--- src/inc/wave_timer_pkg.sv ---
/*
  shared constants of the alternating-reload waveform timer: register byte
  offsets, field positions, reset values and count source dividers.
  assumes a 32-bit axi4-lite register bus with 8-bit registers in the low lane.
*/
package wave_timer_pkg;

  // ------------------------------------------------------------------
  // register byte offsets
  // ------------------------------------------------------------------
  localparam logic [7:0] MODE_OFS = 8'h00;
  localparam logic [7:0] WAVECTL_OFS = 8'h04;
  localparam logic [7:0] PRIMARY_OFS = 8'h08;
  localparam logic [7:0] SECONDARY_OFS = 8'h0c;
  localparam logic [7:0] PRESCALE_OFS = 8'h10;
  localparam logic [7:0] IRQSTAT_OFS = 8'h14;
  localparam logic [7:0] IRQMASK_OFS = 8'h18;

  // ------------------------------------------------------------------
  // field positions
  // ------------------------------------------------------------------
  localparam int SRC_LO = 0;            // mode: count source select, 2 bits
  localparam int SRC_HI = 1;
  localparam int START_BIT = 3;         // mode: count start flag
  localparam int LEVEL_SEL_BIT = 4;     // mode: output level latch select
  localparam int PORT_LATCH_BIT = 0;    // wavectl: port latch output value
  localparam int OUT_SWITCH_BIT = 1;    // wavectl: output switching bit
  localparam int PRI_EXT_BIT = 4;       // wavectl: primary half-cycle extend
  localparam int SEC_EXT_BIT = 5;       // wavectl: secondary half-cycle extend
  localparam int IRQ_TIMER_BIT = 0;     // status: secondary underflow or stop
  localparam int IRQ_PRI_BIT = 1;       // status: primary underflow event

  // ------------------------------------------------------------------
  // reset values and count sources
  // ------------------------------------------------------------------
  localparam logic [7:0] REG_RESET = 8'h00;
  localparam logic [7:0] COUNT_RESET = 8'hff;
  localparam logic [1:0] SRC_SYSCLK = 2'h0;
  localparam logic [1:0] SRC_DIV8 = 2'h1;
  localparam logic [1:0] SRC_RING = 2'h2;
  localparam logic [1:0] SRC_SUB32 = 2'h3;
  localparam logic [2:0] DIV8_LAST = 3'h7;
  localparam logic [2:0] DIV8_HALF = 3'h3;
  localparam logic [4:0] DIV32_LAST = 5'h1f;
  localparam logic [4:0] DIV32_HALF = 5'h0f;

  typedef enum logic [1:0] {
    IDLE_S = 2'h0,
    PRI_S = 2'h1,
    SEC_S = 2'h3
  } phase_t;

endpackage

--- src/verilog/alt_reload_wave_timer.sv ---
/*
  alternating-reload waveform timer: 8-bit prescaler and 8-bit down counter
  that count a primary and a secondary value in turn and toggle a pin.
  assumes one 50 MHz clock mclk, enables for ring oscillator and subclock,
  and an axi4-lite master that keeps one write and one read in flight.
*/
// Functional notes
// - count primary and secondary values in turn, toggle pin at each underflow
// - the first period after start is always the primary period
// - count source is sysclk, sysclk/8, ring oscillator or subclock/32
// - count down, reload primary and secondary alternately on underflow
// - on stop, load the counter from reload register before halting
// - prescaler divides by n+1; full cycle is (m+1)+(l+1) prescaled ticks
// - start flag one starts counting, zero stops it
// - stop sets request flag; software masks and clears around it
// - request only at secondary-period underflow or stop, never at primary underflow
// - primary and prescaler reads return the live counts
// - writes touch only reload registers, never the running counters
// - secondary and extend bits wait for a primary write, apply next primary
// - stopped pin holds the secondary period level
// - level latch select sets primary and secondary output levels
// - switch bit picks toggling wave or port latch, at secondary underflow or while stopped
// - extend bits lengthen a period by half a count source cycle on sysclk/8 and subclock/32, a whole one on sysclk and ring oscillator
`timescale 1ns/100ps
module alt_reload_wave_timer
  import wave_timer_pkg::*;
(
  input wire logic mclk,
  input wire logic reset_n,
  input wire logic [7:0] s_axi_awaddr,
  input wire logic s_axi_awvalid,
  output logic s_axi_awready,
  input wire logic [31:0] s_axi_wdata,
  input wire logic [3:0] s_axi_wstrb,
  input wire logic s_axi_wvalid,
  output logic s_axi_wready,
  output logic [1:0] s_axi_bresp,
  output logic s_axi_bvalid,
  input wire logic s_axi_bready,
  input wire logic [7:0] s_axi_araddr,
  input wire logic s_axi_arvalid,
  output logic s_axi_arready,
  output logic [31:0] s_axi_rdata,
  output logic [1:0] s_axi_rresp,
  output logic s_axi_rvalid,
  input wire logic s_axi_rready,
  input wire logic ringOscTick,
  input wire logic subclkTick,
  output logic wave_out_pin,
  output logic irqOut
);

  // ------------------------------------------------------------------
  // registers and wires
  // ------------------------------------------------------------------
  logic wrEn;
  logic rdEn;
  logic [7:0] wrAddr;
  logic [7:0] wrData;
  logic [7:0] rdAddr;
  logic [7:0] rdValue;
  logic srcTick;
  logic srcHalfTick;
  logic [7:0] mode_q;
  logic [7:0] waveCtl_q;
  logic [7:0] priReload_q;
  logic [7:0] secReload_q;
  logic [7:0] secPending_q;
  logic [1:0] extPending_q;
  logic [1:0] extActive_q;
  logic [7:0] secActive_q;
  logic [7:0] presReload_q;
  logic [7:0] presCnt_q;
  logic [7:0] cnt_q;
  logic [1:0] irqStat_q;
  logic [1:0] irqMask_q;
  logic extWait_q;
  logic halfAlign_q;
  logic wave_q;
  logic outSel_q;
  logic portVal_q;
  logic startDly_q;
  phase_t phase_q;
  phase_t phase_d;

  // ------------------------------------------------------------------
  // bus front end and count source
  // ------------------------------------------------------------------
  axil_reg_port busPort (
    .mclk(mclk),
    .reset_n(reset_n),
    .s_axi_awaddr(s_axi_awaddr),
    .s_axi_awvalid(s_axi_awvalid),
    .s_axi_awready(s_axi_awready),
    .s_axi_wdata(s_axi_wdata),
    .s_axi_wstrb(s_axi_wstrb),
    .s_axi_wvalid(s_axi_wvalid),
    .s_axi_wready(s_axi_wready),
    .s_axi_bresp(s_axi_bresp),
    .s_axi_bvalid(s_axi_bvalid),
    .s_axi_bready(s_axi_bready),
    .s_axi_araddr(s_axi_araddr),
    .s_axi_arvalid(s_axi_arvalid),
    .s_axi_arready(s_axi_arready),
    .s_axi_rdata(s_axi_rdata),
    .s_axi_rresp(s_axi_rresp),
    .s_axi_rvalid(s_axi_rvalid),
    .s_axi_rready(s_axi_rready),
    .wrEn(wrEn),
    .wrAddr(wrAddr),
    .wrData(wrData),
    .rdEn(rdEn),
    .rdAddr(rdAddr),
    .rdValue(rdValue)
  );

  wave_src_sel srcSel (
    .mclk(mclk),
    .reset_n(reset_n),
    .srcSel(mode_q[SRC_HI:SRC_LO]),
    .ringOscTick(ringOscTick),
    .subclkTick(subclkTick),
    .srcTick(srcTick),
    .srcHalfTick(srcHalfTick)
  );

  // ------------------------------------------------------------------
  // decode
  // ------------------------------------------------------------------
  wire wrMode = wrEn && wrAddr == MODE_OFS;
  wire wrWave = wrEn && wrAddr == WAVECTL_OFS;
  wire wrPri = wrEn && wrAddr == PRIMARY_OFS;
  wire wrSec = wrEn && wrAddr == SECONDARY_OFS;
  wire wrPres = wrEn && wrAddr == PRESCALE_OFS;
  wire wrStat = wrEn && wrAddr == IRQSTAT_OFS;
  wire wrMask = wrEn && wrAddr == IRQMASK_OFS;
  wire startFlag = mode_q[START_BIT];
  wire levelSel = mode_q[LEVEL_SEL_BIT];
  wire running = phase_q != IDLE_S;
  wire startReq = startFlag && !startDly_q;
  wire stopReq = !startFlag && startDly_q;
  wire [1:0] stagedExt = {waveCtl_q[SEC_EXT_BIT], waveCtl_q[PRI_EXT_BIT]};

  // after an odd number of extended periods the count runs on the half ticks,
  // so later periods keep their full length from the shifted edge
  wire cntTick = halfAlign_q ? srcHalfTick : srcTick;
  wire altTick = halfAlign_q ? srcTick : srcHalfTick;

  // prescaler gives the timer one tick per n+1 source ticks
  wire presZero = presCnt_q == '0;
  wire presTick = running && cntTick && presZero;
  wire cntZero = cnt_q == '0;
  wire curExt = phase_q == PRI_S ? extActive_q[0] : extActive_q[1];

  // an extended period runs on to the opposite tick of the source
  wire zeroHit = presTick && cntZero;
  wire underflow = extWait_q ? altTick : (zeroHit && !curExt);
  wire priUnder = running && underflow && phase_q == PRI_S;
  wire secUnder = running && underflow && phase_q == SEC_S;

  // live primary and prescaler counts are read back rather than the reload values
  assign rdValue = rdAddr == MODE_OFS ? mode_q :
                   rdAddr == WAVECTL_OFS ? waveCtl_q :
                   rdAddr == PRIMARY_OFS ? cnt_q :
                   rdAddr == SECONDARY_OFS ? secPending_q :
                   rdAddr == PRESCALE_OFS ? presCnt_q :
                   rdAddr == IRQSTAT_OFS ? {6'h00, irqStat_q} :
                   rdAddr == IRQMASK_OFS ? {6'h00, irqMask_q} : 8'h00;

  // ------------------------------------------------------------------
  // control registers
  // ------------------------------------------------------------------
  always_ff @(posedge mclk or negedge reset_n) begin
    if (!reset_n) begin
      mode_q <= REG_RESET;
      waveCtl_q <= REG_RESET;
      irqMask_q <= '0;
      startDly_q <= 1'b0;
    end else begin
      startDly_q <= startFlag;
      if (wrMode) begin
        mode_q <= wrData;
      end
      if (wrWave) begin
        waveCtl_q <= wrData;
      end
      if (wrMask) begin
        irqMask_q <= wrData[1:0];
      end
    end
  end

  // reload registers: secondary and extend bits are staged behind a
  // primary write so a pair of values always changes together
  always_ff @(posedge mclk or negedge reset_n) begin
    if (!reset_n) begin
      priReload_q <= COUNT_RESET;
      secPending_q <= COUNT_RESET;
      secReload_q <= COUNT_RESET;
      extPending_q <= '0;
      presReload_q <= REG_RESET;
    end else begin
      if (wrSec) begin
        secPending_q <= wrData;
      end
      if (wrPri) begin
        priReload_q <= wrData;
        secReload_q <= secPending_q;
        extPending_q <= stagedExt;
      end
      if (wrPres) begin
        presReload_q <= wrData;
      end
    end
  end

  // ------------------------------------------------------------------
  // phase sequencer
  // ------------------------------------------------------------------
  always_comb begin
    phase_d = phase_q;
    unique case (phase_q)
      IDLE_S: begin
        if (startReq) begin
          phase_d = PRI_S;
        end
      end
      PRI_S: begin
        if (stopReq) begin
          phase_d = IDLE_S;
        end else if (underflow) begin
          phase_d = SEC_S;
        end
      end
      SEC_S: begin
        if (stopReq) begin
          phase_d = IDLE_S;
        end else if (underflow) begin
          phase_d = PRI_S;
        end
      end
      default: begin
        phase_d = IDLE_S;
      end
    endcase
  end

  always_ff @(posedge mclk or negedge reset_n) begin
    if (!reset_n) begin
      phase_q <= IDLE_S;
    end else begin
      phase_q <= phase_d;
    end
  end

  // ------------------------------------------------------------------
  // counters
  // ------------------------------------------------------------------
  // pending values go live at the start of each primary period
  always_ff @(posedge mclk or negedge reset_n) begin
    if (!reset_n) begin
      presCnt_q <= COUNT_RESET;
      cnt_q <= COUNT_RESET;
      secActive_q <= COUNT_RESET;
      extActive_q <= '0;
      extWait_q <= 1'b0;
      halfAlign_q <= 1'b0;
    end else if (stopReq || !running) begin
      presCnt_q <= presReload_q;
      cnt_q <= priReload_q;
      secActive_q <= secReload_q;
      extActive_q <= extPending_q;
      extWait_q <= 1'b0;
      halfAlign_q <= 1'b0;
    end else begin
      if (cntTick) begin
        presCnt_q <= presZero ? presReload_q : presCnt_q - 8'h01;
      end
      extWait_q <= extWait_q ? !altTick : (zeroHit && curExt);
      halfAlign_q <= halfAlign_q ^ (extWait_q && altTick);
      if (underflow && phase_q == PRI_S) begin
        cnt_q <= secActive_q;
      end else if (underflow) begin
        cnt_q <= priReload_q;
        secActive_q <= secReload_q;
        extActive_q <= extPending_q;
      end else if (presTick && !cntZero) begin
        cnt_q <= cnt_q - 8'h01;
      end
    end
  end

  // ------------------------------------------------------------------
  // waveform output
  // ------------------------------------------------------------------
  // primary level is the latch select, secondary its inverse
  always_ff @(posedge mclk or negedge reset_n) begin
    if (!reset_n) begin
      wave_q <= 1'b1;
      outSel_q <= 1'b0;
      portVal_q <= 1'b0;
    end else begin
      if (!running && startReq) begin
        wave_q <= levelSel;
      end else if (!running || stopReq) begin
        wave_q <= !levelSel;
      end else if (underflow) begin
        wave_q <= !wave_q;
      end
      if (secUnder || !running) begin
        outSel_q <= waveCtl_q[OUT_SWITCH_BIT];
        portVal_q <= waveCtl_q[PORT_LATCH_BIT];
      end
    end
  end

  // while running, switching waits for a secondary underflow to avoid a runt pulse
  assign wave_out_pin = outSel_q ? portVal_q : wave_q;

  // ------------------------------------------------------------------
  // interrupt status
  // ------------------------------------------------------------------
  // a new event in the clearing cycle wins over the write-one clear
  wire [1:0] irqSet = {priUnder, secUnder || stopReq};
  always_ff @(posedge mclk or negedge reset_n) begin
    if (!reset_n) begin
      irqStat_q <= '0;
    end else begin
      irqStat_q <= (irqStat_q & ~(wrStat ? wrData[1:0] : 2'h0)) | irqSet;
    end
  end

  assign irqOut = |(irqStat_q & irqMask_q);

  // ------------------------------------------------------------------
  // checks
  // ------------------------------------------------------------------
  first_primary_a: assert property (
    @(posedge mclk) disable iff (!reset_n)
    phase_q == IDLE_S && startReq |=> phase_q == PRI_S)
    else $error("start did not enter primary period");

  alternate_phase_a: assert property (
    @(posedge mclk) disable iff (!reset_n)
    priUnder && !stopReq |=> phase_q == SEC_S && cnt_q == $past(secActive_q))
    else $error("primary underflow did not load secondary");

  wave_toggle_a: assert property (
    @(posedge mclk) disable iff (!reset_n)
    running && underflow && !stopReq |=> wave_q != $past(wave_q))
    else $error("wave did not invert at underflow");

  stop_reload_a: assert property (
    @(posedge mclk) disable iff (!reset_n)
    stopReq |=> phase_q == IDLE_S && cnt_q == $past(priReload_q) && irqStat_q[IRQ_TIMER_BIT])
    else $error("stop did not reload and flag");

  sec_irq_a: assert property (
    @(posedge mclk) disable iff (!reset_n)
    secUnder |=> irqStat_q[IRQ_TIMER_BIT])
    else $error("secondary underflow did not raise request");

  no_pri_irq_a: assert property (
    @(posedge mclk) disable iff (!reset_n)
    !irqStat_q[IRQ_TIMER_BIT] && !secUnder && !stopReq |=> !irqStat_q[IRQ_TIMER_BIT])
    else $error("request raised outside secondary underflow");

  write_only_reload_a: assert property (
    @(posedge mclk) disable iff (!reset_n)
    running && wrPri && !presTick && !underflow && !stopReq |=> $stable(cnt_q))
    else $error("primary write reached the counter");

  stopped_level_a: assert property (
    @(posedge mclk) disable iff (!reset_n)
    !running && !startReq ##1 !running |-> wave_q == !$past(levelSel))
    else $error("stopped pin not at secondary level");

  out_switch_a: assert property (
    @(posedge mclk) disable iff (!reset_n)
    running && $past(running) && !$past(stopReq) && $changed(outSel_q) |-> $past(secUnder))
    else $error("output switched away from secondary underflow");

  irq_out_a: assert property (
    @(posedge mclk) disable iff (!reset_n)
    irqSet[0] && irqMask_q[0] && !wrMask |=> irqOut)
    else $error("unmasked event did not raise interrupt");

endmodule

--- src/verilog/wave_src_sel.sv ---
/*
  count source selector: turns the chosen source into a tick enable and a
  mid-period half tick for the half-cycle extension.
  assumes ring oscillator and subclock arrive as one-cycle enables on mclk.
*/
`timescale 1ns/100ps
module wave_src_sel
  import wave_timer_pkg::*;
(
  input wire logic mclk,
  input wire logic reset_n,
  input wire logic [1:0] srcSel,
  input wire logic ringOscTick,
  input wire logic subclkTick,
  output logic srcTick,
  output logic srcHalfTick
);

  logic [2:0] div8_q;
  logic [4:0] div32_q;
  wire div8End = div8_q == DIV8_LAST;
  wire div8Mid = div8_q == DIV8_HALF;
  wire sub32End = subclkTick && div32_q == DIV32_LAST;
  wire sub32Mid = subclkTick && div32_q == DIV32_HALF;

  // ------------------------------------------------------------------
  // free running dividers
  // ------------------------------------------------------------------
  always_ff @(posedge mclk or negedge reset_n) begin
    if (!reset_n) begin
      div8_q <= '0;
      div32_q <= '0;
    end else begin
      div8_q <= div8_q + 3'h1;
      if (subclkTick) begin
        div32_q <= div32_q + 5'h1;
      end
    end
  end

  // undivided sources have no half point, so the half tick is the tick
  assign srcTick = srcSel == SRC_SYSCLK ? 1'b1 :
                   srcSel == SRC_DIV8 ? div8End :
                   srcSel == SRC_RING ? ringOscTick : sub32End;
  assign srcHalfTick = srcSel == SRC_DIV8 ? div8Mid :
                       srcSel == SRC_SUB32 ? sub32Mid : srcTick;

endmodule

--- src/verilog/axil_reg_port.sv ---
/*
  axi4-lite slave front end: takes one write and one read at a time and
  hands them to the register file as strobes.
  assumes the register file decodes offsets and supplies read data combinationally.
*/
`timescale 1ns/100ps
module axil_reg_port
  import wave_timer_pkg::*;
(
  input wire logic mclk,
  input wire logic reset_n,
  input wire logic [7:0] s_axi_awaddr,
  input wire logic s_axi_awvalid,
  output logic s_axi_awready,
  input wire logic [31:0] s_axi_wdata,
  input wire logic [3:0] s_axi_wstrb,
  input wire logic s_axi_wvalid,
  output logic s_axi_wready,
  output logic [1:0] s_axi_bresp,
  output logic s_axi_bvalid,
  input wire logic s_axi_bready,
  input wire logic [7:0] s_axi_araddr,
  input wire logic s_axi_arvalid,
  output logic s_axi_arready,
  output logic [31:0] s_axi_rdata,
  output logic [1:0] s_axi_rresp,
  output logic s_axi_rvalid,
  input wire logic s_axi_rready,
  output logic wrEn,
  output logic [7:0] wrAddr,
  output logic [7:0] wrData,
  output logic rdEn,
  output logic [7:0] rdAddr,
  input wire logic [7:0] rdValue
);

  logic bvalid_q;
  logic rvalid_q;
  logic [7:0] rdata_q;

  // both write channels are taken together, once the last response is gone
  wire wrTake = s_axi_awvalid && s_axi_wvalid && !bvalid_q;
  wire rdTake = s_axi_arvalid && !rvalid_q;
  assign s_axi_awready = wrTake;
  assign s_axi_wready = wrTake;
  assign s_axi_arready = rdTake;
  assign wrEn = wrTake && s_axi_wstrb[0];
  assign wrAddr = s_axi_awaddr;
  assign wrData = s_axi_wdata[7:0];
  assign rdEn = rdTake;
  assign rdAddr = s_axi_araddr;
  assign s_axi_bvalid = bvalid_q;
  assign s_axi_rvalid = rvalid_q;
  assign s_axi_bresp = 2'h0;
  assign s_axi_rresp = 2'h0;
  assign s_axi_rdata = {24'h000000, rdata_q};

  // ------------------------------------------------------------------
  // response registers
  // ------------------------------------------------------------------
  always_ff @(posedge mclk or negedge reset_n) begin
    if (!reset_n) begin
      bvalid_q <= 1'b0;
      rvalid_q <= 1'b0;
      rdata_q <= '0;
    end else begin
      bvalid_q <= wrTake || (bvalid_q && !s_axi_bready);
      rvalid_q <= rdTake || (rvalid_q && !s_axi_rready);
      if (rdTake) begin
        rdata_q <= rdValue;
      end
    end
  end

endmodule

--- config.mk ---
export PLATFORM = sky130hd
export DESIGN_NAME = alt_reload_wave_timer
export DESIGN_NICKNAME = d
export VERILOG_FILES = /design/src/inc/wave_timer_pkg.sv /design/src/verilog/alt_reload_wave_timer.sv /design/src/verilog/wave_src_sel.sv /design/src/verilog/axil_reg_port.sv
export SDC_FILE = /design/constraint.sdc
export NUM_CORES = 1
export LEC_CHECK = 0
export BUFFER_PORTS_ARGS = -buffer_cell sky130_fd_sc_hd__buf_2
export CAP_MARGIN = 20
export CORE_ASPECT_RATIO = 0.6
export CORE_MARGIN = 2
export CORE_UTILIZATION = 56
export DETAILED_ROUTE_END_ITERATION = 6
export PLACE_DENSITY = 0.82
export SLEW_MARGIN = 0
export SYNTH_ARGS = -nofsm -noshare
export SYNTH_HDL_FRONTEND = slang
export SYNTH_HIERARCHICAL = 1
export SYNTH_SLANG_ARGS = --single-unit
--- constraint.sdc ---
create_clock -name mclk -period 3 [get_ports mclk]
set_clock_uncertainty 0.1 [all_clocks]
set_input_delay 0.3 -clock mclk [delete_from_list [all_inputs] [get_ports mclk]]
set_output_delay 0.3 -clock mclk [all_outputs]
set_load 0.02 [all_outputs]
==> flow_summary.toml <==
[status]
run_status = "finished, final reports clean"

[power]
ir_drop_mv = 0.3556
p_leak_nw = 2.912
powerDensity_nw_per_um2 = 688.8
fin_total_pwr_mw = 4.376

[clock_network]
clk_latency_ps = 350
cts_sinks = 106
cts_max_level = 3
cts_root_buf = "clkbuf_16"
clock_path_buffers = 2
cts_tree = "built"
path_clk_slew_ps = 70
cts-buffers-inserted = 9

[synthesis]
synth_cells = 539
yosysTopAreaCell = "dfrtp_1"
ys_top_cells_by_count = "mux2_2, buf_4, dfrtp_1, dfstp_2, nor2_1"
synth-seq-area-share_pct = 46.49
synth.area.top_cells = "dfrtp_1, dfstp_2, mux2_2"
yosys_warnings = 6
synth_seq_cells = 106
synth_edf_count = 0
synthArstFlopShare_pct = 100.0
synth_area_sq_um = 5838
synth_ff_type = "dfrtp_1"
synth_top_area_share_pct = 24.43
yosys.cell_count.top_type = "mux2_2"
avgSynthCellArea_sq_um = 10.83
synthDistinctLibCells = 60

[placed_design]
io_buffers = 48
place_ws_ps = 24.93
dpl.cell_count = 694
hpwl_mm = 10.41
placed_cell_area_sq_um = 5991
gp_congestion = 0.9196

[timing]
slew_violations = 0
hold_ws_ps = 16.52
fin_ws_ps = 172.7
slew_headroom_pct = 47.82
period_minus_slack_ps = 2827
rsz0062_at_grt = "no"
period_share_pct = 94.24
tns_ps = 0
hold_viol = 0
fmax_mhz = 353.7
setup_viol = 0
tightest_slew_ps = 782.8

[global_routing]
grt_max_degree = 64
antenna_found_initial = 0
overflow = 0
grt_pass1_wl_mm = 21.67
gr-usage-all-layers_pct = 25.50
grt_pass1_vias = 3961

[worst_setup_path]
critPathRequiredTime_ps = 3170
critPathCaptureType = "register"
worst-r2r-setup-slack_ps = 170
setup.worst_path.class = "reg2reg"
path_common_cell = "ha_1"
cp_slowest_cell = "dfrtp_1"
crit_chain = "ha_1 -> and3_1 -> ha_1 -> nand3_1 -> a31oi_2 -> mux2_4 -> nand4_4 -> o31ai_4 -> buf_4 -> xor2_1 -> a21oi_1 -> o221ai_2"
max_stage_delay_ps = 390
cp_max_fo = 4
cp-start-kind = "register"
crit_arrival_ps = 2990

[drt]
detail_route.wl_per_cell_microns = 19.59
vias = 4178
postRouteAntennaNets = 0
drt_iter0_drc = 402
wl_mm = 13.95
drc = 0
viasPerCell = 5.868
drt_pre_antenna_iters = 7

[final_layout]
drive_above_1_share_pct = 38.30
fin_area_sq_um = 6352
fin_cells = 712
fillers = 791
final_nets = 642
post-route-util_pct = 63.62
syn_to_final_growth_pct = 8.808
diodes = 0

[floorplanning]
core_area_sq_um = 9985
dieArea_sq_um = 11280
rows = 28
initial_core_util_pct = 58.47
pin_count = 104
dieWidth_microns = 135.8
die_h_microns = 83.09

[flow_run]
drv_cap = 0

[min_path]
hold_class = "in2reg"
## metal layers
metal / vias up / track usage, % / share of wire (%)
met3: 17 / 6.838 / 10
li1: 1901 / - / -
met4: 0 / 5.019 / 0.92
met1: 2074 / 39.71 / 46
met2: 186 / 35.67 / 43
met5: - / 0 / 0
## path summary, 6_finish.rpt
kind,to,start,depth (start not counted)
max in group asynchronous,wave_q$_DFFE_PN1P_,reset_n,3
max,wave_q$_DFFE_PN1P_,srcSel/div32_q[1]$_DFFE_PN0P_,12
min in group asynchronous,busPort/s_axi_bvalid$_DFF_PN0_,reset_n,2
min,busPort/s_axi_rvalid$_DFF_PN0_,s_axi_rready,2
min reg2reg,srcSel/div8_q[0]$_DFF_PN0_,srcSel/div8_q[0]$_DFF_PN0_,1
max reg2reg,wave_q$_DFFE_PN1P_,srcSel/div32_q[1]$_DFFE_PN0P_,12
## registers in the layout (all words and copies together) (netlist names), 8 cells and up
register / flops
presReload_q: 8
mode_q: 8
cnt_q: 8
secActive_q: 8
secReload_q: 8
presCnt_q: 8
busPort/rdata_q: 8
secPending_q: 8
priReload_q: 8
waveCtl_q: 8
## placed cells by master (no fill, tap or decap), types with 9 or more instances in the layout
cell type  instances
dfstp_2           49
conb_1            28
mux2_4            10
nor2_1            35
clkbuf_16         10
nand2_1           34
inv_1             23
ha_1               9
dfrtp_1           57
o21ai_0           25
nor3_1            11
a21oi_1           31
mux2_2            60
buf_4             18
buf_2             47
## power breakdown
group / switching, mW / internal (mW)
Sequential: 0.220 / 1.67
Clock: 0.549 / 0.629
Combinational: 0.761 / 0.547
Total: 1.53 / 2.84
## what timing repair did
action	4_1_cts	5_1_grt
pin swaps	1	1
endpoints found under the setup margin	1	18
endpoints found under the hold margin	19	0
resized for setup	0	7
buffers inserted	0	1
hold buffers	1	0
## critical path, delay by kind of cell (launching register included)
kind / cells / cell delay [ps]
compound gates: 4 / 880
simple gates: 3 / 420
flops: 1 / 390
fa+ha+maj: 2 / 320
mux: 1 / 220
xor+xnor: 1 / 210
buf+inv: 1 / 200
## area by class of cell
| cell class | instances | area [sq um] | share of cell area (%) |
|---|---|---|---|
| flip-flops and latches | 106 | 2714 | 42.72 |
| multi-input cells | 365 | 2683 | 42.23 |
| repair buffers | 67 | 400.4 | 6.303 |
| clock buffers | 10 | 250.2 | 3.939 |
| well taps | 135 | 168.9 | 2.659 |
| inverters | 23 | 86.33 | 1.359 |
| clock inverters | 6 | 50.05 | 0.7879 |
## cell families (layout without fill, tap and decap cells)
group                    Yosys count  after routing  share of synthesized area [%]
AO/OA/AOI/OAI                    102            102                          11.38
XOR/XNOR                           8              8                          1.329
other                              1             28                        0.06423
flip-flops                       106            106                          46.49
buffers and inverters             95            106                          10.05
adder cells (fa/ha/maj)            9              9                          1.929
multiplexers                      80             80                          16.22
AND/OR/NAND/NOR                  138            138                          12.54
No activity file was read; power rests on OpenSTA's default activity.
